===== config.mk =====
export PLATFORM = sky130hd
export DESIGN_NAME = pmd_top
export DESIGN_NICKNAME = d
export VERILOG_FILES = /design/src/include/pmd_pkg.sv /design/src/rtl/pmd_clk_gate.sv /design/src/rtl/pmd_top.sv
export SDC_FILE = /design/constraint.sdc
export NUM_CORES = 1
export LEC_CHECK = 0
export BUFFER_PORTS_ARGS = -buffer_cell sky130_fd_sc_hd__buf_2
export CORE_MARGIN = 2
export CORE_UTILIZATION = 48
export CTS_BUF_LIST = sky130_fd_sc_hd__clkbuf_8
export CTS_CLUSTER_DIAMETER = 30
export DETAILED_ROUTE_END_ITERATION = 6
export PLACE_DENSITY = 0.9
export SLEW_MARGIN = 20
export SYNTH_ARGS = -nofsm -noshare
export SYNTH_HDL_FRONTEND = slang
export SYNTH_SLANG_ARGS = --single-unit
export TNS_END_PERCENT = 1

===== constraint.sdc =====
create_clock -name i_clock -period 2.69 [get_ports i_clock]
set_input_delay 0.538 -clock i_clock [delete_from_list [all_inputs] [get_ports i_clock]]
set_output_delay 0.538 -clock i_clock [all_outputs]
set_load 0.02 [all_outputs]

===== src/include/pmd_pkg.sv =====
// Package for the peripheral module disable block: register map,
// implemented-bit masks and flat indices of each disable bit.
// Assumes a 32-bit classic Wishbone slave, one word per register.
package pmd_pkg;

  // ----------------------------------------------------------------
  // Register map
  // ----------------------------------------------------------------
  localparam int          NUM_REGS   = 5;
  localparam int          FLAT_W     = 8 * NUM_REGS;
  localparam logic [4:0]  CTRL0_ADDR = 5'h00;
  localparam logic [4:0]  CTRL1_ADDR = 5'h04;
  localparam logic [4:0]  CTRL2_ADDR = 5'h08;
  localparam logic [4:0]  CTRL3_ADDR = 5'h0c;
  localparam logic [4:0]  CTRL4_ADDR = 5'h10;
  localparam logic [7:0]  CTRL_RESET = 8'h00;
  localparam logic [31:0] BUS_ZERO   = 32'h0000_0000;
  localparam logic [7:0]  SFR_ZERO   = 8'h00;

  // Implemented bits of each control register
  localparam logic [7:0] CTRL0_MASK = 8'hc7;
  localparam logic [7:0] CTRL1_MASK = 8'h87;
  localparam logic [7:0] CTRL2_MASK = 8'h67;
  localparam logic [7:0] CTRL3_MASK = 8'h3f;
  localparam logic [7:0] CTRL4_MASK = 8'hd1;
  localparam logic [FLAT_W-1:0] FLAT_MASK =
    {CTRL4_MASK, CTRL3_MASK, CTRL2_MASK, CTRL1_MASK, CTRL0_MASK};

  // ----------------------------------------------------------------
  // Flat index of each disable bit: register * 8 + bit
  // ----------------------------------------------------------------
  localparam int PIN_CHANGE_IRQ_OFF = 0;
  localparam int REF_CLOCK_OUT_OFF  = 1;
  localparam int MEMORY_CTRL_OFF    = 2;
  localparam int VOLTAGE_REF_OFF    = 6;
  localparam int SYS_CLOCK_GATE_OFF = 7;
  localparam int TIMER0_OFF         = 8;
  localparam int TIMER1_OFF         = 9;
  localparam int TIMER2_OFF         = 10;
  localparam int NUM_OSC_OFF        = 15;
  localparam int ZERO_CROSS_OFF     = 16;
  localparam int COMPARATOR1_OFF    = 17;
  localparam int COMPARATOR2_OFF    = 18;
  localparam int ADC_OFF            = 21;
  localparam int DAC_OFF            = 22;
  localparam int CAPCOMP1_OFF       = 24;
  localparam int CAPCOMP2_OFF       = 25;
  localparam int PWM_THREE_OFF      = 26;
  localparam int PWM_FOUR_OFF       = 27;
  localparam int PWM_FIVE_OFF       = 28;
  localparam int PWM_SIX_OFF        = 29;
  localparam int WAVEFORM_GEN_OFF   = 32;
  localparam int SYNC_SERIAL_OFF    = 36;
  localparam int ASYNC_SERIAL1_OFF  = 38;
  localparam int ASYNC_SERIAL2_OFF  = 39;

  // Modules fed from the peripheral system clock network
  localparam logic [FLAT_W-1:0] SYSCLK_USERS_DEFAULT =
    FLAT_MASK & ~(40'h1 << SYS_CLOCK_GATE_OFF);

  // Bus states of the slave
  typedef enum logic [0:0] {
    PMD_BUS_IDLE = 1'b0,
    PMD_BUS_ACK  = 1'b1
  } pmd_bus_t;

endpackage


===== src/rtl/pmd_clk_gate.sv =====
// Glitch-free clock enables for the gated peripheral clocks.
// Assumes the consumer forms its clock as i_clock AND the enable.
`timescale 1ns/1ps
module pmd_clk_gate
  import pmd_pkg::*;
#(
  parameter int W = FLAT_W
) (
  input  wire logic         i_clock,
  input  wire logic         i_reset,
  input  wire logic [W-1:0] i_run,
  output logic      [W-1:0] o_clk_en
);

  // ----------------------------------------------------------------
  // Enable flops
  // ----------------------------------------------------------------
  // Falling-edge update: the enable only moves while the clock is low,
  // so AND-gating never cuts a high phase short
  always_ff @(negedge i_clock) begin
    if (i_reset) begin
      o_clk_en <= '1;
    end else begin
      o_clk_en <= i_run;
    end
  end
endmodule


===== src/rtl/pmd_top.sv =====
// Peripheral module disable block: five control registers on a
// Wishbone slave, per-module reset holds, clock enables, register
// read and write gating, and memory controller access gating.
// Assumes a single 250 MHz clock and a synchronous active-high reset.
`timescale 1ns/1ps

module pmd_top
  import pmd_pkg::*;
#(
  parameter logic [FLAT_W-1:0] SYSCLK_USERS = SYSCLK_USERS_DEFAULT
) (
  input  wire logic              i_clock,
  input  wire logic              i_reset,
  // Wishbone classic slave
  input  wire logic              i_wb_cyc,
  input  wire logic              i_wb_stb,
  input  wire logic              i_wb_we,
  input  wire logic [4:0]        i_wb_adr,
  input  wire logic [3:0]        i_wb_sel,
  input  wire logic [31:0]       i_wb_dat,
  output logic      [31:0]       o_wb_dat,
  output logic                   o_wb_ack,
  // Peripheral register access, module chosen by flat index
  input  wire logic [5:0]        i_sfr_sel,
  input  wire logic              i_sfr_we,
  input  wire logic [7:0]        i_sfr_rdata,
  output logic                   o_sfr_we,
  output logic      [7:0]        o_sfr_rdata,
  // Memory controller access
  input  wire logic              i_mem_rd,
  input  wire logic              i_mem_wr,
  input  wire logic              i_mem_ctrl_we,
  input  wire logic [7:0]        i_mem_rdata,
  output logic                   o_mem_rd,
  output logic                   o_mem_wr,
  output logic                   o_mem_ctrl_we,
  output logic      [7:0]        o_mem_rdata,
  // Per-module controls, flat index = register * 8 + bit
  output logic      [FLAT_W-1:0] o_mod_reset,
  output logic      [FLAT_W-1:0] o_mod_clk_en,
  output logic      [FLAT_W-1:0] o_pin_route_off,
  output logic                   o_sys_clock_gate_off
);

  // ----------------------------------------------------------------
  // Helpers
  // ----------------------------------------------------------------
  // Implemented-bit mask of a register index
  function automatic logic [7:0] impl_mask(input logic [2:0] idx);
    case (idx)
      3'h0:    impl_mask = CTRL0_MASK;
      3'h1:    impl_mask = CTRL1_MASK;
      3'h2:    impl_mask = CTRL2_MASK;
      3'h3:    impl_mask = CTRL3_MASK;
      3'h4:    impl_mask = CTRL4_MASK;
      default: impl_mask = 8'h00;
    endcase
  endfunction

  // Register index of a byte address, NUM_REGS when unmapped
  function automatic logic [2:0] reg_index(input logic [4:0] adr);
    case (adr)
      CTRL0_ADDR: reg_index = 3'h0;
      CTRL1_ADDR: reg_index = 3'h1;
      CTRL2_ADDR: reg_index = 3'h2;
      CTRL3_ADDR: reg_index = 3'h3;
      CTRL4_ADDR: reg_index = 3'h4;
      default:    reg_index = 3'(NUM_REGS);
    endcase
  endfunction

  // ----------------------------------------------------------------
  // Wishbone slave
  // ----------------------------------------------------------------
  pmd_bus_t          bus_q;
  logic [7:0]        ctrl_q [NUM_REGS];
  logic [FLAT_W-1:0] off_flat;
  logic [2:0]        acc_idx;
  logic              bus_req;
  logic              wr_take;

  assign bus_req = i_wb_cyc && i_wb_stb;
  assign acc_idx = reg_index(i_wb_adr);
  // Write takes effect on the edge that raises ack
  assign wr_take = bus_req && i_wb_we && (bus_q == PMD_BUS_IDLE)
                   && i_wb_sel[0];

  // One wait state, ack for one cycle, then dropped
  always_ff @(posedge i_clock) begin
    if (i_reset) begin
      bus_q    <= PMD_BUS_IDLE;
      o_wb_ack <= 1'b0;
    end else begin
      case (bus_q)
        PMD_BUS_IDLE: begin
          o_wb_ack <= bus_req;
          bus_q    <= bus_req ? PMD_BUS_ACK : PMD_BUS_IDLE;
        end
        PMD_BUS_ACK: begin
          o_wb_ack <= 1'b0;
          bus_q    <= PMD_BUS_IDLE;
        end
        default: begin
          o_wb_ack <= 1'b0;
          bus_q    <= PMD_BUS_IDLE;
        end
      endcase
    end
  end

  // Read data; unmapped words read zero
  always_ff @(posedge i_clock) begin
    if (i_reset) begin
      o_wb_dat <= BUS_ZERO;
    end else if (bus_req && !i_wb_we && bus_q == PMD_BUS_IDLE
                 && acc_idx < 3'(NUM_REGS)) begin
      o_wb_dat <= {24'h000000, ctrl_q[acc_idx]};
    end else begin
      o_wb_dat <= BUS_ZERO;
    end
  end

  // ----------------------------------------------------------------
  // Control registers
  // ----------------------------------------------------------------
  // Masking on write keeps unimplemented bits at zero for good
  always_ff @(posedge i_clock) begin
    if (i_reset) begin
      for (int r = 0; r < NUM_REGS; r++) begin
        ctrl_q[r] <= CTRL_RESET;
      end
    end else if (wr_take && acc_idx < 3'(NUM_REGS)) begin
      ctrl_q[acc_idx] <= i_wb_dat[7:0] & impl_mask(acc_idx);
    end
  end

  assign off_flat = {ctrl_q[4], ctrl_q[3], ctrl_q[2], ctrl_q[1],
                     ctrl_q[0]} & FLAT_MASK;

  // ----------------------------------------------------------------
  // Module holds
  // ----------------------------------------------------------------
  // Reset hold and pin routing follow the disable bits; a cleared
  // bit returns the module from reset with its power-on values
  always_ff @(posedge i_clock) begin
    if (i_reset) begin
      o_mod_reset          <= '0;
      o_pin_route_off      <= '0;
      o_sys_clock_gate_off <= 1'b0;
    end else begin
      // Each implemented bit holds one module, except the gate bit, which stays zero
      o_mod_reset <= off_flat;
      o_mod_reset[SYS_CLOCK_GATE_OFF] <= 1'b0;
      o_pin_route_off <= off_flat;
      o_pin_route_off[SYS_CLOCK_GATE_OFF] <= 1'b0;
      o_sys_clock_gate_off <= off_flat[SYS_CLOCK_GATE_OFF];
    end
  end

  // ----------------------------------------------------------------
  // Clock enables
  // ----------------------------------------------------------------
  logic [FLAT_W-1:0] run;

  // Disabled modules freeze; the network gate only hits its users
  assign run = ~off_flat & ~({FLAT_W{off_flat[SYS_CLOCK_GATE_OFF]}}
               & SYSCLK_USERS);

  pmd_clk_gate #(
    .W (FLAT_W)
  ) u_gate (
    .i_clock  (i_clock),
    .i_reset  (i_reset),
    .i_run    (run),
    .o_clk_en (o_mod_clk_en)
  );

  // ----------------------------------------------------------------
  // Peripheral register gating
  // ----------------------------------------------------------------
  logic sel_off;

  assign sel_off = (i_sfr_sel < 6'(FLAT_W)) ? off_flat[i_sfr_sel] : 1'b0;

  // Disabled module: writes dropped, reads zero
  always_ff @(posedge i_clock) begin
    if (i_reset) begin
      o_sfr_we    <= 1'b0;
      o_sfr_rdata <= SFR_ZERO;
    end else begin
      o_sfr_we    <= i_sfr_we && !sel_off;
      o_sfr_rdata <= sel_off ? SFR_ZERO : i_sfr_rdata;
    end
  end

  // ----------------------------------------------------------------
  // Memory controller gating
  // ----------------------------------------------------------------
  logic mem_off;

  assign mem_off = off_flat[MEMORY_CTRL_OFF];

  // Software must allow the controller to settle after re-enable
  always_ff @(posedge i_clock) begin
    if (i_reset) begin
      o_mem_rd      <= 1'b0;
      o_mem_wr      <= 1'b0;
      o_mem_ctrl_we <= 1'b0;
      o_mem_rdata   <= SFR_ZERO;
    end else begin
      o_mem_rd      <= i_mem_rd && !mem_off;
      o_mem_wr      <= i_mem_wr && !mem_off;
      o_mem_ctrl_we <= i_mem_ctrl_we && !mem_off;
      o_mem_rdata   <= mem_off ? SFR_ZERO : i_mem_rdata;
    end
  end
endmodule


# == Yosys cells after proc, flatten, opt, wreduce, memory -nomap -nowiden ==
# Memories as Yosys holds them, arrays and structs flattened. A register that Yosys moved wholly into a read port is not among the register bits.
# Cells that the tools add are included.
# classes
magnitude_cmp,3
eq_ne,8
n_mux,18
bitwise,6
n_reduce_logical,21
# op_table
cell,count
inverter 40 bit,2
bitwise AND 40 bit,1
one-hot mux 8 bit (5 select lines),1
two-way mux 8 bit,3
one-hot mux 3 bit (5 select lines),1
logical AND 1 bit,12
"equality test 5 x 4 -> 1 bit, second input constant",2
two-way mux 1 bit,9
bitwise AND 8 bit,1
OR reduction 8 bit,1
"< comparator 6 x 7 -> 1 bit, second input constant",1
binary-select mux 1 bit (select 6 bit),1
"equality test 3 x 2 -> 1 bit, second input constant",2
"< comparator 6 bit, second input constant",1
OR reduction 2 bit,3
"equality test 5 x 3 -> 1 bit, second input constant",1
"equality test 5 bit, second input constant",1
zero test 5 bit,1
one-hot mux 1 bit (2 select lines),2
"equality test 3 x 1 -> 1 bit, second input constant",1
"equality test 3 bit, second input constant",1
zero test 1 bit,3
zero test 3 bit,1
"< comparator 3 bit, second input constant",1
other kinds (2),3
# word_totals
regBits,127
ramBits,40
memories,1
# memory_table
memory,words,width,read_ports,rd_ports_with_merged_regs,wr,line,source
ctrl_q,5,8,6,1,5,pmd_top.sv:76,logic [7:0] ctrl_q [NUM_REGS];

# == Depth between registers and ports, before layout ==
# Gate-level depths: netlist (run 1).
# logic_depth
depth_word,10
mapped_depth,7
depth_no_buf,5

# == By module ==
# From an unflattened synthesis (run 1), not the netlist that was laid out.
# hier_totals
cells_unflattened,501
hier_area_um2,5655.4
# by_module_without_submodules
mod,instances,cells_each,area_each_um2
pmd_top,1,416,4580.6
pmd_clk_gate,1,85,1074.8

==> run_results.csv, run 1 <==
group,metric,value,unit
timing,timing_worst_slew_pin_value,0.726,ns
placement,place_congestion,0.922,
cts,cts_resized,72,
global_routing,grt_remaining_overflow,0,
global_routing,grt_pass1_vias,3620,
finish,area_growth,23.5,%
timing,fin_ws,-0.0809,ns
detailed_routing,viasPerCell,4.71,
logic_synthesis,synth_async_sr_flop_share,0,
pwr,irDropWorstVdd,0.000335,V
floorplan,start_util,0.488,
cts,clk_latency,0.45,ns
outcome,violations,"negative setup slack",
cts,cts_hold_buffers,0,
worst_setup_path,critical_path_required,2.15,ns
worst_setup_path,crit_chain,"buf_6",
cts,postCtsSetupRepairBufs,0,
logic_synthesis,avgSynthCellArea,10.8,um^2
pwr,power,4410,uW
cts,cts_tree,"done",
global_routing,track_usage,0.200,
timing,rsz0062_at_grt,"yes",
global_routing,grt_pass1_wl,17.4,mm
timing,finalHoldViolations,0,
cts,clock-sinks,125,
logic_synthesis,synth_ff_type,"dfxtp_1",
floorplan,die_w,108,um
logic_synthesis,seq_area_frac_synth,0.569,
cts,cts-root-buf,"clkbuf_8",
timing,relSlewSlack,0.515,
finish,antenna_cells,0,
cts,cts_buffer_depth,2,
finish,design_area,6470,um^2
placement,placed_cells,762,
global_routing,grt_max_degree,31,
detailed_routing,totalWireLength,11.9,mm
detailed_routing,avgRoutedWirePerCell,14.5,um
detailed_routing,route.detailed.drc,0,
global_routing,grt_antenna_before_repair,0,
logic_synthesis,synth_edf_count,48,
worst_setup_path,cp_slowest_cell,"dfxtp_2",
finish,layout_commonest_cell,"buf_2",
placement,pre_cts_ws,0.0888,ns
finish,final_cell_mix,"120 x buf_2, 98 x conb_1, 53 x dfxtp_1",
logic_synthesis,ys_top_cells_by_area,"dfxtp_1 29%, edfxtp_1 28%, buf_4 14%",
outcome,outcome,"finished, violations left",
worst_setup_path,endpoint_kind,"output pin",
logic_synthesis,yosysTopAreaCellShare,0.294,
finish,drive_above_1_share,0.343,
floorplan,die-height,108,um
placement,placed_area,5800,um^2
timing,slew_viol_final,0,
logic_synthesis,synthCells,484,
pwr,powerDensity,682,nW/um^2
detailed_routing,dr_total_vias,3848,
detailed_routing,drtAntennaViolNets,0,
cts,path_clk_slew,0.08,ns
worst_setup_path,cp_max_fo,1,
logic_synthesis,ys_ff_latch,125,
logic_synthesis,synth_area_leader_cell,"dfxtp_1",
detailed_routing,drtPass1Iterations,5,
min_path,hold_class,"in2reg",
worst_setup_path,crit_buf_inv,1,
detailed_routing,drtIter0Drc,296,
flow_run,maxCapViolations,0,
worst_setup_path,slowest_delay,0.32,ns
worst_setup_path,critical_path_class,"reg2out",
floorplan,core_area,10700,um^2
floorplan,fp-row-count,38,
placement,place_hpwl,8.92,mm
floorplan,ioPinCount,246,
logic_synthesis,syn_area,5240,um^2
pwr,power.leakage,0.00312,uW
placement,io_buffers,144,
timing,skew,0.0322,ns
worst_setup_path,worstPathArrival,2.23,ns
worst_setup_path,cp-start-kind,"register",
floorplan,die_area,11800,um^2
timing,setup_viol,24,
finish,layout.cells.non_filler,817,
logic_synthesis,synth_warnings,0,
worst_setup_path,crit_family,"flip-flops",
cts,numCtsBuffers,17,
finish,nets,736,
cts,h-tree-depth,4,
logic_synthesis,ys_types,42,
==> final cells by class <==
class                   count  area [um^2]
inverters                   6         22.5
clock inverters            39          265
flip-flops and latches    125         3010
repair buffers            157          993
multi-input cells         333         1770
fillers                   882         4270
clock buffers              17          234
well taps                 140          175
==> power breakdown <==
| group | leakage, uW | switching (uW) | internal (uW) |
|---|---|---|---|
| registers | 0.00111 | 46.2 | 2070 |
| clock network | 0.000338 | 969 | 838 |
| logic | 0.00167 | 330 | 162 |
| total | 0.00312 | 1350 | 3070 |
==> sequential cells by signal (all words and copies together) (netlist names) <==
register / count
o_pin_route_off: 23
u_gate.o_clk_en: 24
o_mem_wr: 1
o_mem_rdata: 8
o_sfr_we: 1
o_wb_ack: 1
o_mem_ctrl_we: 1
ctrl_q: 48
o_sfr_rdata: 8
o_wb_dat: 8
o_mem_rd: 1
o_sys_clock_gate_off: 1
==> path summary, 6_finish.rpt <==
kind                            from             endpoint  slack [ns]  cells past startpoint
hold / removal        i_mem_rdata[0]       o_mem_rdata[0]        0.31                      2
hold reg to reg         ctrl_q[5][5]          o_wb_dat[5]        0.56                      2
setup / recovery  u_gate.o_clk_en[8]      o_mod_clk_en[8]       -0.08                      1
setup reg to reg        ctrl_q[0][7]  u_gate.o_clk_en[24]        0.34                      3
==> Yosys cell counts, types with 8 or more instances <==
| cell type | instances |
|---|---|
| and4bb_2 | 9 |
| nor2_1 | 34 |
| dfxtp_1 | 77 |
| and2_1 | 33 |
| nand2_1 | 49 |
| edfxtp_1 | 48 |
| o21ai_0 | 8 |
| and3_1 | 9 |
| buf_4 | 99 |
| nor2b_1 | 28 |
| nand3_1 | 8 |
| clkbuf_1 | 10 |
==> layer usage <==
layer / vias to the layer above / part of all wire / GRT usage
met5: - / 0 / 0
met4: 0 / 0.012 / 0.0687
met3: 15 / 0.087 / 0.0645
met2: 214 / 0.50 / 0.340
met1: 1806 / 0.40 / 0.238
li1: 1813 / - / -
==> cell families after synthesis <==
| group | count (synthesis) | share of synthesized area |
|---|---|---|
| and+or+nand+nor | 189 | 0.194 |
| buffers and inverters | 122 | 0.162 |
| muxes | 5 | 0.00979 |
| DFF | 125 | 0.569 |
| other | 2 | 0.00143 |
| AOI/OAI and AO/OA | 41 | 0.0628 |
==> stage by stage <==
step / hold slack, ns / setup TNS, ns / utilization
floorplan: 0.506 / 0 / -
global placement: 0.543 / 0 / 0.539
detailed placement: 0.542 / 0 / 0.539
CTS: 0.287 / -1.82 / 0.602
global route: 0.269 / -2.56 / 0.602
finish: 0.313 / -1.39 / 0.602
Note: power is estimated with default switching activity, not from simulation.
==> run 2: changes to the inputs <==
- CORE_MARGIN: 2 -> not set
- CORE_UTILIZATION: 48 -> 45
- PLACE_DENSITY: 0.9 -> 0.84
- SYNTH_HIERARCHICAL: not set -> 1
==> run_results.csv, run 2 <==
group,metric,value,unit
outcome,outcome,"finished, violations left",
outcome,violations,"negative setup slack",
finish,final_cell_mix,"120 x buf_2, 98 x conb_1, 56 x inv_1",
timing,setup_viol,40,
logic_synthesis,synth.most_common_cell,"dfxtp_1",
global_routing,track_usage,0.203,
logic_synthesis,ys_types,43,
pwr,irDropWorstVdd,0.000283,V
global_routing,grt_pass1_vias,3874,
worst_setup_path,endpoint_kind,"output pin",
timing,setup_tns,-3.00,ns
timing,hold-worst-slack,0.292,ns
worst_setup_path,cp_max_fo,1,
placement,place_hpwl,9.06,mm
logic_synthesis,ys_ff_latch,141,
logic_synthesis,synthCells,501,
detailed_routing,drtIter0Drc,334,
global_routing,grt_max_degree,57,
floorplan,fp-row-count,40,
placement,place_congestion,0.854,
finish,drive_above_1_share,0.343,
detailed_routing,dr_total_vias,4096,
min_path,hold_class,"in2reg",
logic_synthesis,synth_async_sr_flop_share,0,
worst_setup_path,cp-start-kind,"register",
finish,area_growth,28.3,%
floorplan,start_util,0.467,
detailed_routing,drtPass1Iterations,5,
logic_synthesis,seq_area_frac_synth,0.584,
cts,clk_latency,0.47,ns
logic_synthesis,yosysTopAreaCellShare,0.329,
detailed_routing,drtAntennaViolNets,0,
cts,clock-sinks,141,
logic_synthesis,avgSynthCellArea,11.3,um^2
worst_setup_path,slowest_delay,0.34,ns
cts,cts_tree,"done",
global_routing,grt_remaining_overflow,0,
logic_synthesis,ys_top_cells_by_area,"dfxtp_1 33%, edfxtp_1 25%, buf_4 11%",
detailed_routing,totalWireLength,12.8,mm
global_routing,grt_antenna_before_repair,1,
timing,relSlewSlack,0.585,
flow_run,maxCapViolations,0,
finish,n_fill_cell,1011,
detailed_routing,route.detailed.drc,0,
timing,finalHoldViolations,0,
worst_setup_path,crit_buf_inv,1,
worst_setup_path,critical_path_required,2.15,ns
finish,regArea,3350,um^2
logic_synthesis,synth_ff_type,"dfxtp_1",
timing,rsz0062_at_grt,"yes",
timing,fin_ws,-0.113,ns
finish,regMostFlops,"ctrl_q",
worst_setup_path,crit_chain,"buf_6",
detailed_routing,avgRoutedWirePerCell,14.1,um
detailed_routing,viasPerCell,4.50,
finish,largest_reg_flops,48,
logic_synthesis,synth_edf_count,48,
logic_synthesis,synth_area_leader_cell,"dfxtp_1",
placement,io_buffers,160,
cts,h-tree-depth,4,
worst_setup_path,cp_slowest_cell,"dfxtp_2",
finish,nets,800,
floorplan,ioPinCount,246,
timing,slew_viol_final,0,
cts,cts-root-buf,"clkbuf_8",
finish,multi_input_area,1950,um^2
global_routing,grt_pass1_wl,19.3,mm
floorplan,die_w,114,um
logic_synthesis,synthTopCellsByCount,"93 x dfxtp_1, 82 x buf_4, 53 x nor2_1",
floorplan,die_area,13000,um^2
worst_setup_path,critical_path_class,"reg2out",
finish,layout_commonest_cell,"buf_2",
floorplan,die-height,114,um
floorplan,core_area,12100,um^2
finish,top_regs,"ctrl_q: 48 flops, u_gate/o_clk_en: 40 flops, o_pin_route_off: 23 flops",
pwr,powerDensity,643,nW/um^2
worst_setup_path,crit_family,"flip-flops",
cts,cts_buffer_depth,2,
pwr,power.leakage,0.00350,uW
cts,cts_hold_buffers,0,
logic_synthesis,syn_area,5660,um^2
timing,timing_worst_slew_pin_value,0.623,ns
cts,numCtsBuffers,17,
worst_setup_path,worstPathArrival,2.26,ns
timing,skew,0.0340,ns
cts,path_clk_slew,0.08,ns
logic_synthesis,synth_warnings,6,
run 2: where the power goes:
part / internal, uW / switching (uW) / total (uW)
sequential: 2320 / 52.1 / 2370
clock: 734 / 1030 / 1760
combinational: 201 / 337 / 537
run 2: path summary, 6_finish.rpt:
kind / end / startpoint / cells after the start / slack (ns)
max: o_mod_clk_en[16] / u_gate/o_clk_en[16] / 1 / -0.11
min: o_mem_rdata[1] / i_mem_rdata[1] / 2 / 0.29
max reg2reg: u_gate/o_clk_en[7] / ctrl_q[0][7] / 3 / 0.23
min reg2reg: o_pin_route_off[36] / ctrl_q[4][4] / 2 / 0.55
run 2: timing repair:
item | in CTS | in global routing
cloned | 0 | 0
buffers inserted | 0 | 0
gates resized for setup | 114 | 6
endpoints found under the setup margin | 40 | 40
pin swaps | 0 | 0
run 2: metrics by stage:
stage / cell area, um^2 / std cells / total power [uW] / setup slack [ns] / util
floorplan: 6020 / 597 / 2890 / 0.188 / -
global placement: 6460 / 838 / 2970 / 0.151 / 0.533
detailed placement: 6460 / 838 / 2980 / 0.141 / 0.533
CTS: 7250 / 909 / 4700 / -0.114 / 0.598
global route: 7260 / 909 / 4900 / -0.151 / 0.599
finish: 7260 / 910 / 4670 / -0.113 / 0.599
run 2: cells by family after synthesis:
logic type | synth area share
compound gates | 0.0440
buf+inv | 0.135
flops | 0.584
mux | 0.0515
other cells | 0.00133
simple gates | 0.184
run 2: cell type report:
type | instances | share of cell area
flip-flops and latches | 141 | 0.462
well taps | 168 | 0.0290
inverters | 15 | 0.00776
clock buffers | 17 | 0.0322
repair buffers | 175 | 0.164
multi-input cells | 338 | 0.268
clock inverters | 55 | 0.0367
diodes | 1 | 0.000345
run 2: metal layers:
layer | vias up | wire length (um) | global-route usage
li1 | 1953 | - | -
met4 | 0 | 213 | 0.0866
met2 | 221 | 6510 | 0.354
met1 | 1903 | 4990 | 0.232
met5 | - | 0 | 0
met3 | 19 | 1110 | 0.0593
==> run 3: changes to the inputs <==
- GPL_TIMING_DRIVEN: not set -> 0
- SLEW_MARGIN: 20 -> not set
==> run_results.csv, run 3 (synthesis results as in run 2) <==
group,metric,value,unit
outcome,outcome,"finished, violations left",
outcome,violations,"negative setup slack",
finish,multi_input_area,1950,um^2
placement,placed_cells,921,
cts,path_clk_slew,0.08,ns
timing,hold-worst-slack,0.274,ns
detailed_routing,totalWireLength,13.6,mm
placement,place_congestion,0.895,
worst_setup_path,crit_buf_inv,1,
worst_setup_path,slowest_delay,0.31,ns
flow_run,maxCapViolations,0,
floorplan,start_util,0.467,
timing,finalHoldViolations,0,
cts,cts_resized,122,
cts,cts-root-buf,"clkbuf_8",
worst_setup_path,endpoint_kind,"output pin",
floorplan,die-height,114,um
cts,numCtsBuffers,17,
finish,nets,883,
global_routing,grt_max_degree,17,
floorplan,fp-row-count,40,
placement,io_buffers,156,
pwr,power.leakage,0.00389,uW
floorplan,die_w,114,um
finish,largest_reg_flops,48,
worst_setup_path,cp_slowest_cell,"dfxtp_2",
worst_setup_path,crit_chain,"buf_6",
worst_setup_path,critical_path_required,2.15,ns
worst_setup_path,worstPathArrival,2.26,ns
global_routing,grt_pass1_vias,4133,
finish,top_regs,"ctrl_q: 48 flops, u_gate/o_clk_en: 40 flops, o_pin_route_off: 23 flops",
finish,antenna_cells,0,
detailed_routing,dr_total_vias,4343,
detailed_routing,drtIter0Drc,325,
finish,regMostFlops,"ctrl_q",
pwr,powerDensity,608,nW/um^2
timing,setup_viol,40,
detailed_routing,viasPerCell,4.38,
finish,layout_commonest_cell,"buf_2",
timing,fin_ws,-0.104,ns
global_routing,track_usage,0.216,
timing,relSlewSlack,0.408,
finish,layout.cells.non_filler,992,
pwr,irDropWorstVdd,0.000259,V
cts,postCtsSetupRepairBufs,0,
detailed_routing,drtAntennaViolNets,0,
timing,skew,0.0144,ns
global_routing,grt_remaining_overflow,0,
finish,area_growth,38.1,%
detailed_routing,avgRoutedWirePerCell,13.7,um
worst_setup_path,critical_path_class,"reg2out",
global_routing,grt_antenna_before_repair,0,
global_routing,grt_pass1_wl,20.5,mm
finish,regArea,3350,um^2
cts,h-tree-depth,4,
floorplan,die_area,13000,um^2
detailed_routing,drtPass1Iterations,6,
finish,final_cell_mix,"119 x buf_2, 98 x conb_1, 82 x buf_4",
cts,cts_hold_buffers,0,
cts,clock-sinks,141,
timing,slew_viol_final,0,
cts,cts_buffer_depth,2,
placement,place_hpwl,9.53,mm
worst_setup_path,cp_max_fo,1,
finish,n_fill_cell,952,
cts,clk_latency,0.47,ns
worst_setup_path,cp-start-kind,"register",
detailed_routing,route.detailed.drc,0,
finish,drive_above_1_share,0.399,
timing,timing_worst_slew_pin_value,0.888,ns
floorplan,core_area,12100,um^2
floorplan,ioPinCount,246,
min_path,hold_class,"in2reg",
worst_setup_path,crit_family,"flip-flops",
cts,cts_tree,"done",
timing,rsz0062_at_grt,"yes",
[run 3: changes by cell type in the layout (fill, tap and decap cells not counted), moves of 2 or more]
cell,delta
inv_6,-3
clkbuf_2,+6
clkinvlp_4,+2
buf_12,-2
clkinv_4,+2
clkbuf_1,+10
buf_4,+69
[run 3: path summary, 6_finish.rpt]
kind                       start             endpoint  slack [ns]  cells past startpoint
max reg2reg         ctrl_q[0][7]  u_gate/o_clk_en[38]        0.14                      4
min                     i_mem_wr             o_mem_wr        0.27                      2
max          u_gate/o_clk_en[13]     o_mod_clk_en[13]       -0.10                      1
min reg2reg             o_wb_ack             o_wb_ack        0.46                      1
[run 3: through the flow]
stage                      util  area [um^2]  setup slack, ns  total power (uW)  setup TNS, ns
final                     0.645         7810           -0.104              4750          -3.15
after floorplan               -         6020            0.188              2890              0
after detailed placement  0.579         7010           -0.147              3070          -2.48
after global placement    0.579         7010           -0.136              3050          -1.56
after CTS                 0.644         7800           -0.126              4760          -3.76
after global routing      0.645         7810           -0.135              4970          -4.58
[run 3: where the power goes]
group / internal (uW) / switching (uW)
Sequential: 2320 / 55.3
Clock: 723 / 1030
Combinational: 267 / 353
[run 3: layer usage]
metal	global-route usage	part of all wire	vias to the layer above
li1	-	-	2112
met1	0.230	0.38	1972
met2	0.385	0.50	239
met3	0.0810	0.091	20
met4	0.0883	0.022	0
met5	0	0	-
[run 3: layout make-up]
cell class,instances,area share
flip-flops and latches,141,0.429
inverters,15,0.00721
clock inverters,55,0.0336
clock buffers,17,0.0300
multi-input cells,338,0.250
repair buffers,156,0.132
plain buffers,102,0.0909
well taps,168,0.0269
